[src/hw/fdh_pkg.sv]
/*
  Package for the FIFO DMA handshake block: timing, block sizes, role
  encodings and pin-synchroniser reset values.
  Assumes a single 10 MHz system clock and a synchronous active-low reset.
*/
package fdh_pkg;

  // System clock period in ns
  localparam int CLK_PERIOD_NS = 100;

  // Transmit DMA block size in bytes
  localparam int TX_BLOCK_BYTES = 64;

  // Receive block size codes: 64, 32, 16, 8 or 4 bytes
  typedef enum logic [2:0] {
    FDH_RXB_64 = 3'h0,
    FDH_RXB_32 = 3'h1,
    FDH_RXB_16 = 3'h2,
    FDH_RXB_8  = 3'h3,
    FDH_RXB_4  = 3'h4
  } fdh_rxblk_e;

  // Role selected by the two role pins
  typedef enum logic [1:0] {
    FDH_ROLE_SUBSCRIBER_SIDE = 2'h0,
    FDH_ROLE_LINE_SUBSCRIBER = 2'h1,
    FDH_ROLE_LINE_TRUNK      = 2'h2
  } fdh_role_e;

  // Per-direction handshake states
  typedef enum logic [1:0] {
    FDH_ST_IDLE = 2'h0,
    FDH_ST_REQ  = 2'h1,
    FDH_ST_XFER = 2'h2
  } fdh_state_e;

  // Width of byte counters
  localparam int CNT_W = 16;
  localparam int BLK_W = 7;

  // Reset value of the three-stage pin synchronisers
  localparam logic [2:0] SYNC_RST = 3'h0;
  localparam logic [2:0] SYNC_RST_HI = 3'h7;

  // Receive block size in bytes for a code
  function automatic logic [6:0] rx_block_bytes(input logic [2:0] code);
    case (code)
      3'h0: rx_block_bytes = 7'h40;
      3'h1: rx_block_bytes = 7'h20;
      3'h2: rx_block_bytes = 7'h10;
      3'h3: rx_block_bytes = 7'h08;
      default: rx_block_bytes = 7'h04;
    endcase
  endfunction

endpackage
[src/hw/fdh_dma_handshake.sv]
/*
  FIFO DMA handshake: request/acknowledge logic for the transmit and receive
  FIFOs of channels A and B, plus role-pin decoding and the shared multi pins.
  Assumes the FIFO core reports how many bytes each FIFO needs moved, that
  strobes and acknowledges are asynchronous pins, and that the DMA controller
  only acknowledges after winning the bus.
*/
// Summary of operation
// - Channel B receive request stays high while its receive FIFO needs emptying.
// - Each receive request moves a whole 64, 32, 16, 8 or 4 byte block.
// - Receive request drops right after the falling read strobe ending the block.
// - Transmit moves 64-byte blocks then one remainder block until count reached.
// - Channel A transmit request stays high while its FIFO needs loading.
// - Transmit request drops right after the falling write strobe ending transfer.
// - Low acknowledge means the DMA controller started the transfer cycles.
// - Acknowledge with read or write strobe selects the FIFO top byte.
// - While any acknowledge is active, address inputs are ignored.
// - Channel A requests appear on the multi pins only in subscriber-side mode.
// - Role pin zero low selects subscriber-side mode, high a line mode.
// - With role pin zero high, role pin one low is line-subscriber, high line-trunk.
// - In line modes the multi pins plus a third pin form a slot selector.
// - In subscriber-side mode role pin one is a wake input, falling edges detected.
`timescale 1ns/100ps

module fdh_dma_handshake #(
  parameter int CNT_W = fdh_pkg::CNT_W
) (
  input wire logic i_clk_sys,
  input wire logic i_reset_n,
  input wire logic i_clk_en,
  // Pins from the DMA controller / host bus
  input wire logic i_dma_ack_a_n,
  input wire logic i_dma_ack_b_n,
  input wire logic i_rd_n,
  input wire logic i_wr_n,
  input wire logic [7:0] i_addr_in,
  input wire logic i_role_sel_0,
  input wire logic i_role_sel_1,
  input wire logic i_multi_pin_zero,
  input wire logic i_multi_pin_one,
  input wire logic i_slot_sel_2,
  // From the FIFO core (same clock)
  input wire logic [3:0] i_rx_need,
  input wire logic [11:0] i_rx_blk_code,
  input wire logic [CNT_W-1:0] i_tx_count_a,
  input wire logic [CNT_W-1:0] i_tx_count_b,
  input wire logic [1:0] i_tx_start,
  input wire logic [7:0] i_fifo_rdata,
  output logic o_fifo_rdata_ready,
  // Pins to the DMA controller
  output logic o_tx_dma_req_b,
  output logic o_rx_dma_req_b,
  output logic o_multi_pin_zero_out,
  output logic o_multi_pin_zero_oe,
  output logic o_multi_pin_one_out,
  output logic o_multi_pin_one_oe,
  output logic [7:0] o_data_out,
  output logic o_data_valid,
  input wire logic i_data_ready,
  // To the FIFO core
  output logic [3:0] o_fifo_access,
  output logic o_addr_ignored,
  output logic [7:0] o_addr_used,
  output logic [1:0] o_role,
  output logic [2:0] o_slot_sel,
  output logic o_ext_wake
);

  // Index: 0 rx A, 1 rx B, 2 tx A, 3 tx B
  localparam int NDIR = 4;

  ////////////////////////////////////////////////////////////////////////////
  // Pin synchronisers: three stages, a change counts when stages two and three agree

  logic [2:0] s_ack_a_r, s_ack_b_r, s_rd_r, s_wr_r, s_rs0_r, s_rs1_r, s_mp0_r, s_mp1_r, s_ss2_r;
  logic ack_a_n_r, ack_b_n_r, rd_n_r, wr_n_r, rs0_r, rs1_r, mp0_r, mp1_r, ss2_r;

  always_ff @(posedge i_clk_sys) begin
    if (!i_reset_n) begin
      s_ack_a_r <= fdh_pkg::SYNC_RST_HI;
      s_ack_b_r <= fdh_pkg::SYNC_RST_HI;
      s_rd_r <= fdh_pkg::SYNC_RST_HI;
      s_wr_r <= fdh_pkg::SYNC_RST_HI;
      s_rs0_r <= fdh_pkg::SYNC_RST;
      s_rs1_r <= fdh_pkg::SYNC_RST;
      s_mp0_r <= fdh_pkg::SYNC_RST;
      s_mp1_r <= fdh_pkg::SYNC_RST;
      s_ss2_r <= fdh_pkg::SYNC_RST;
    end else if (i_clk_en) begin
      s_ack_a_r <= {s_ack_a_r[1:0], i_dma_ack_a_n};
      s_ack_b_r <= {s_ack_b_r[1:0], i_dma_ack_b_n};
      s_rd_r <= {s_rd_r[1:0], i_rd_n};
      s_wr_r <= {s_wr_r[1:0], i_wr_n};
      s_rs0_r <= {s_rs0_r[1:0], i_role_sel_0};
      s_rs1_r <= {s_rs1_r[1:0], i_role_sel_1};
      s_mp0_r <= {s_mp0_r[1:0], i_multi_pin_zero};
      s_mp1_r <= {s_mp1_r[1:0], i_multi_pin_one};
      s_ss2_r <= {s_ss2_r[1:0], i_slot_sel_2};
    end
  end

  // Filtered levels: only update when stages two and three agree
  always_ff @(posedge i_clk_sys) begin
    if (!i_reset_n) begin
      ack_a_n_r <= 1'b1;
      ack_b_n_r <= 1'b1;
      rd_n_r <= 1'b1;
      wr_n_r <= 1'b1;
      rs0_r <= 1'b0;
      rs1_r <= 1'b0;
      mp0_r <= 1'b0;
      mp1_r <= 1'b0;
      ss2_r <= 1'b0;
    end else if (i_clk_en) begin
      if (s_ack_a_r[1] == s_ack_a_r[2]) ack_a_n_r <= s_ack_a_r[2];
      if (s_ack_b_r[1] == s_ack_b_r[2]) ack_b_n_r <= s_ack_b_r[2];
      if (s_rd_r[1] == s_rd_r[2]) rd_n_r <= s_rd_r[2];
      if (s_wr_r[1] == s_wr_r[2]) wr_n_r <= s_wr_r[2];
      if (s_rs0_r[1] == s_rs0_r[2]) rs0_r <= s_rs0_r[2];
      if (s_rs1_r[1] == s_rs1_r[2]) rs1_r <= s_rs1_r[2];
      if (s_mp0_r[1] == s_mp0_r[2]) mp0_r <= s_mp0_r[2];
      if (s_mp1_r[1] == s_mp1_r[2]) mp1_r <= s_mp1_r[2];
      if (s_ss2_r[1] == s_ss2_r[2]) ss2_r <= s_ss2_r[2];
    end
  end

  ////////////////////////////////////////////////////////////////////////////
  // Role decoding

  logic [1:0] role_r;
  logic subscriber_side_mode;

  // Role follows the filtered pins while the clock enable is high
  always_ff @(posedge i_clk_sys) begin
    if (!i_reset_n) begin
      role_r <= fdh_pkg::FDH_ROLE_SUBSCRIBER_SIDE;
    end else if (i_clk_en) begin
      if (!rs0_r) begin
        role_r <= fdh_pkg::FDH_ROLE_SUBSCRIBER_SIDE;
      end else if (!rs1_r) begin
        role_r <= fdh_pkg::FDH_ROLE_LINE_SUBSCRIBER;
      end else begin
        role_r <= fdh_pkg::FDH_ROLE_LINE_TRUNK;
      end
    end
  end

  assign subscriber_side_mode = (role_r == fdh_pkg::FDH_ROLE_SUBSCRIBER_SIDE);
  assign o_role = role_r;

  // Slot selector and wake detection
  logic [2:0] slot_r;
  logic rs1_d_r, wake_r;

  always_ff @(posedge i_clk_sys) begin
    if (!i_reset_n) begin
      slot_r <= 3'h0;
      rs1_d_r <= 1'b0; // Same level as the filtered pin after reset, so no false edge
      wake_r <= 1'b0;
    end else if (i_clk_en) begin
      rs1_d_r <= rs1_r;
      if (!subscriber_side_mode) begin
        slot_r <= {ss2_r, mp1_r, mp0_r};
      end
      // Filtered mode pin, not role_r: pin one dropping as pin zero rises is no wake
      wake_r <= !rs0_r && rs1_d_r && !rs1_r;
    end
  end

  assign o_slot_sel = slot_r;
  assign o_ext_wake = wake_r;

  ////////////////////////////////////////////////////////////////////////////
  // Strobe decode: acknowledge acts as chip select

  logic rd_d_r, wr_d_r;
  logic rd_fall, wr_fall;
  logic [NDIR-1:0] access;

  always_ff @(posedge i_clk_sys) begin
    if (!i_reset_n) begin
      rd_d_r <= 1'b1;
      wr_d_r <= 1'b1;
    end else if (i_clk_en) begin
      rd_d_r <= rd_n_r;
      wr_d_r <= wr_n_r;
    end
  end

  assign rd_fall = rd_d_r && !rd_n_r;
  assign wr_fall = wr_d_r && !wr_n_r;

  // Access pulses per direction; a falling strobe under acknowledge counts as one access
  assign access[0] = !ack_a_n_r && rd_fall;
  assign access[1] = !ack_b_n_r && rd_fall;
  assign access[2] = !ack_a_n_r && wr_fall;
  assign access[3] = !ack_b_n_r && wr_fall;
  assign o_fifo_access = access & {NDIR{i_clk_en}};

  // Address inputs are masked while any acknowledge is active
  assign o_addr_ignored = !ack_a_n_r || !ack_b_n_r;
  assign o_addr_used = o_addr_ignored ? 8'h00 : i_addr_in;

  ////////////////////////////////////////////////////////////////////////////
  // Per-direction request engines, independent of each other

  logic [NDIR-1:0] req_r;
  logic [fdh_pkg::BLK_W-1:0] blk_left_r [NDIR];
  logic [CNT_W-1:0] tx_left_r [2];

  // Receive engines: a request covers one whole block, dropped on its last read
  genvar g;
  generate
    for (g = 0; g < 2; g++) begin : g_rx
      always_ff @(posedge i_clk_sys) begin
        if (!i_reset_n) begin
          req_r[g] <= 1'b0;
          blk_left_r[g] <= '0;
        end else if (i_clk_en) begin
          if (!req_r[g] && i_rx_need[g]) begin
            req_r[g] <= 1'b1;
            blk_left_r[g] <= fdh_pkg::rx_block_bytes(i_rx_blk_code[3*g +: 3]);
          end else if (req_r[g] && access[g]) begin
            blk_left_r[g] <= blk_left_r[g] - 7'h01;
            if (blk_left_r[g] == 7'h01) req_r[g] <= 1'b0;
          end
        end
      end
    end

    // Transmit engines: 64-byte blocks then the remainder, until the count ends
    for (g = 0; g < 2; g++) begin : g_tx
      always_ff @(posedge i_clk_sys) begin
        if (!i_reset_n) begin
          req_r[2+g] <= 1'b0;
          blk_left_r[2+g] <= '0;
          tx_left_r[g] <= '0;
        end else if (i_clk_en) begin
          if (i_tx_start[g] && !req_r[2+g]) begin
            tx_left_r[g] <= (g == 0) ? i_tx_count_a : i_tx_count_b;
          end else if (!req_r[2+g] && tx_left_r[g] != '0) begin
            req_r[2+g] <= 1'b1;
            if (tx_left_r[g] >= CNT_W'(fdh_pkg::TX_BLOCK_BYTES)) begin
              blk_left_r[2+g] <= 7'(fdh_pkg::TX_BLOCK_BYTES);
            end else begin
              blk_left_r[2+g] <= tx_left_r[g][6:0];
            end
          end else if (req_r[2+g] && access[2+g]) begin
            blk_left_r[2+g] <= blk_left_r[2+g] - 7'h01;
            tx_left_r[g] <= tx_left_r[g] - CNT_W'(1'b1);
            if (blk_left_r[2+g] == 7'h01) req_r[2+g] <= 1'b0;
          end
        end
      end
    end
  endgenerate

  // Channel A requests only drive the multi pins in subscriber-side mode
  assign o_multi_pin_zero_out = req_r[2] && subscriber_side_mode;
  assign o_multi_pin_zero_oe = subscriber_side_mode;
  assign o_multi_pin_one_out = req_r[0] && subscriber_side_mode;
  assign o_multi_pin_one_oe = subscriber_side_mode;
  assign o_rx_dma_req_b = req_r[1];
  assign o_tx_dma_req_b = req_r[3];

  ////////////////////////////////////////////////////////////////////////////
  // Two-entry read-data buffer: a receive access while both entries are full stores no FIFO byte

  logic [7:0] buf_r [2];
  logic [1:0] cnt_r;
  logic wp_r, rp_r;
  logic push, pop;

  assign o_fifo_rdata_ready = (cnt_r != 2'h2);
  assign push = (access[0] || access[1]) && o_fifo_rdata_ready && i_clk_en;
  assign pop = o_data_valid && i_data_ready && i_clk_en;
  assign o_data_valid = (cnt_r != 2'h0);
  assign o_data_out = buf_r[rp_r];

  // Buffer pointers and storage
  always_ff @(posedge i_clk_sys) begin
    if (!i_reset_n) begin
      cnt_r <= 2'h0;
      wp_r <= 1'b0;
      rp_r <= 1'b0;
      buf_r[0] <= 8'h00;
      buf_r[1] <= 8'h00;
    end else begin
      if (push) begin
        buf_r[wp_r] <= i_fifo_rdata;
        wp_r <= ~wp_r;
      end
      if (pop) rp_r <= ~rp_r;
      cnt_r <= cnt_r + {1'b0, push} - {1'b0, pop};
    end
  end
endmodule // fdh_dma_handshake

[config.mk]
export PLATFORM = sky130hd
export DESIGN_NAME = fdh_dma_handshake
export DESIGN_NICKNAME = d
export VERILOG_FILES = /design/src/hw/fdh_pkg.sv /design/src/hw/fdh_dma_handshake.sv
export SDC_FILE = /design/constraint.sdc
export NUM_CORES = 1
export LEC_CHECK = 0
export BUFFER_PORTS_ARGS = -buffer_cell sky130_fd_sc_hd__buf_4
export CAP_MARGIN = 20
export CORE_MARGIN = 4
export CORE_UTILIZATION = 51
export DETAILED_ROUTE_END_ITERATION = 16
export GPL_TIMING_DRIVEN = 0
export PLACE_DENSITY = 0.77
export SLEW_MARGIN = 25
export SYNTH_ARGS = -nofsm -noshare
export SYNTH_HDL_FRONTEND = slang
export SYNTH_SLANG_ARGS = --single-unit
[constraint.sdc]
create_clock -name i_clk_sys -period 1.8 [get_ports i_clk_sys]
set_input_delay 0.27 -clock i_clk_sys [delete_from_list [all_inputs] [get_ports i_clk_sys]]
set_output_delay 0.27 -clock i_clk_sys [all_outputs]
set_load 0.02 [all_outputs]
==> impl_metrics.json <==
{
  "ir_drop_mv": 0.661,
  "gp_congestion": 0.854,
  "diodes": 0,
  "synth-edff-count": 76,
  "cts-root-buf": "clkbuf_16",
  "rsz0062_at_grt": "yes",
  "slew-limit-headroom_pct": 55.1,
  "overflow": 0,
  "power_leakage_nw": 3.68,
  "synth_most_common_cell": "nand2_1",
  "hp-class": "in -> reg",
  "cts_hold_buf": 0,
  "violations": "setup timing",
  "grt.total_usage_pct": 22.4,
  "setup-tns-final_ns": -2.40,
  "fin_crit_sh_pct": 112,
  "synth_ff_type": "edfxtp_1",
  "whs_ns": 0.0832,
  "end_kind": "flip-flop",
  "synthCells": 643,
  "nets": 904,
  "finClkSkew_ns": 0.00712,
  "fp.dieW_um": 121,
  "synth_seq_cells": 130,
  "synth_area_um2": 6530,
  "die-area_um2": 14700,
  "portBuffers": 105,
  "vias": 5563,
  "ant_nets": 0,
  "synth.area.top_cells": "edfxtp_1, dfxtp_1, mux2i_1",
  "cts_buffer_depth": 2,
  "cts_sinks": 130,
  "crit_chain": "or4_4 > or3_4 > or4_1 > nand3_1",
  "syn-mean-instance-area_um2": 10.2,
  "maxCapViolations": 0,
  "crit_type": "reg -> reg",
  "synth_nets": 736,
  "path_buf_inv": 0,
  "slowest_delay_ns": 0.61,
  "insertion_delay_ns": 0.42,
  "slew_violations": 0,
  "setup_viol": 24,
  "hold_viol_final": 0,
  "clock.fmax_ghz": 0.498,
  "yosys.cell_types.count": 50,
  "crit_fanout": 3,
  "async_reset_ff_share_pct": 0,
  "grt_pass1_vias": 5391,
  "yosys_warnings": 0,
  "first_pass_iters": 5,
  "ys_seq_area_share_pct": 51.5,
  "timing.final.ws_setup_ns": -0.209,
  "cp-start-kind": "flip-flop",
  "tightest_slew_ns": 0.673,
  "num-fill-cells": 904,
  "ys_top_cells_by_count": "nand2_1, edfxtp_1, dfxtp_1",
  "drive_gt1_share_pct": 31.8,
  "grt_pass1_wl_um": 26000,
  "first_iter_violations": 444,
  "cp_top_family": "simple AND/OR/NAND/NOR gates",
  "drc": 0,
  "core-area_um2": 12600,
  "ios": 114,
  "critPathArrivalTime_ns": 2.29,
  "synth_top_cell_area_share_pct": 34.9,
  "area_growth_pct": 34.9,
  "wl_um": 17000,
  "status": "finished with violations",
  "powerDensity_nw_per_um2": 863,
  "cts_tree": "built",
  "ctsHtreeMaxLevel": 4,
  "slowest_stage": "or4_4",
  "rows": 41,
  "wl_per_cell_um": 17.0,
  "period_minus_slack_ns": 2.01,
  "initial_core_util_pct": 52.0,
  "vias_per_cell": 5.59,
  "cts_inserted_buffers": 17,
  "path_clk_slew_ns": 0.06,
  "dp_hpwl_um": 11200,
  "fp.dieH_um": 121,
  "final_core_util_pct": 70.1,
  "yosysTopAreaCell": "edfxtp_1",
  "cp.required_ns": 2.08,
  "antenna_found_initial": 0,
  "grt_max_degree": 17
}
## cells by family after synthesis
logic type                 Yosys count  share of synthesized area [%]
buffers and inverters               48                           2.87
xor gates and xnor gates            48                           6.44
muxes                               41                           6.44
adders and majority gates           14                           2.68
AOI/OAI and AO/OA                  107                           9.60
DFF                                130                           51.5
and+or+nand+nor                    255                           20.5
## worst reg2reg max path, cell delays in order, from the launching register on
cell and delay (ns):
edfxtp_1 0.41, or4_4 0.61, or3_4 0.35, or4_1 0.40
nand3_1 0.09
## layout by cell type, fill, tap and decap left out, types with 4 or more instances in the layout
cell,Yosys,final
nand4_1,5,5
nand2b_1,6,6
a21o_1,7,7
mux2_2,8,8
o21ai_1,0,7
o22ai_1,9,8
clkbuf_2,0,9
edfxtp_1,76,76
inv_1,19,18
dfxtp_1,54,50
nand3_1,14,11
a21oi_1,22,22
clkbuf_1,22,11
nand4b_1,9,9
nor4_4,0,6
clkbuf_16,0,20
buf_6,0,4
nand3b_1,4,4
o21ai_2,0,4
mux2i_1,33,33
nor2_1,52,50
a31o_2,5,4
and2_1,20,20
buf_4,1,151
and3_1,10,10
xor2_1,27,27
o21ai_0,50,38
nor3_1,9,7
xnor2_1,21,20
nand2_1,84,78
ha_1,14,11
buf_2,3,4
nor4_1,12,5
dfxtp_2,0,4
nand2_2,0,4
## metrics by stage
| step | instances | total power [mW] | worst slack (ns) | instance area, µm² |
|---|---|---|---|---|
| floorplan | 643 | 3.86 | -0.111 | 6590 |
| global placement | 920 | 4.12 | -0.451 | 7600 |
| detailed placement | 920 | 4.15 | -0.483 | 7600 |
| CTS | 973 | 7.52 | -0.177 | 8500 |
| global route | 996 | 7.85 | -0.237 | 8810 |
| finish | 996 | 7.60 | -0.209 | 8810 |
## layout make-up
cell class	count	area, µm²	area share, %
sequential	130	3370	38.2
multi-input combinational	465	3290	37.4
timing repair buffer	153	1160	13.2
clock buffer	23	513	5.83
tap	172	215	2.44
buffer	25	116	1.32
inverter	19	71.3	0.810
clock inverter	9	63.8	0.725
## path summary, 6_finish.rpt
path	startpoint	to	slack, ns	cells after the start
setup / recovery	tx_left_r[1][9]$_SDFFCE_PN0P_	tx_left_r[1][15]$_SDFFCE_PN0P_	-0.21	4
setup reg to reg	tx_left_r[1][9]$_SDFFCE_PN0P_	tx_left_r[1][15]$_SDFFCE_PN0P_	-0.21	4
hold / removal	i_dma_ack_a_n	s_ack_a_r[0]$_SDFFE_PN1P_	0.08	3
hold reg to reg	s_rs0_r[2]$_SDFFE_PN0P_	rs0_r$_SDFFE_PN0P_	0.47	2
## state kept, by name, indices dropped and copies added, names as in the netlist, 2 cells and up, named ones only
register,count
o_slot_sel,3
req_r,2
s_ack_a_r,3
buf_r,16
s_mp1_r,3
s_wr_r,3
s_rs1_r,3
cnt_r,2
s_rd_r,3
blk_left_r,28
s_rs0_r,3
s_mp0_r,3
s_ack_b_r,3
s_ss2_r,3
tx_left_r,32
o_role,2
## power by group
group | leakage (nW) | internal (mW) | switching (mW)
Clock | 0.291 | 2.02 | 1.30
Sequential | 1.24 | 3.28 | 0.131
Combinational | 2.15 | 0.431 | 0.437
## layer usage
metal  vias up  part of all wire (%)  GRT usage [%]  wire, µm
met5         -                     0              0         0
met4         0                   2.2           8.05       374
met3        37                   5.5           5.41       927
met2       196                    51           38.5      8610
met1      2681                    42           27.5      7060
li1       2649                     -              -         -
## repair_timing
item	4_1_cts	5_1_grt
resized for setup	40	42
pin swaps	14	15
setup buffers	23	26
setup endpoints to repair	104	114
(Power assumes the default switching activity.)
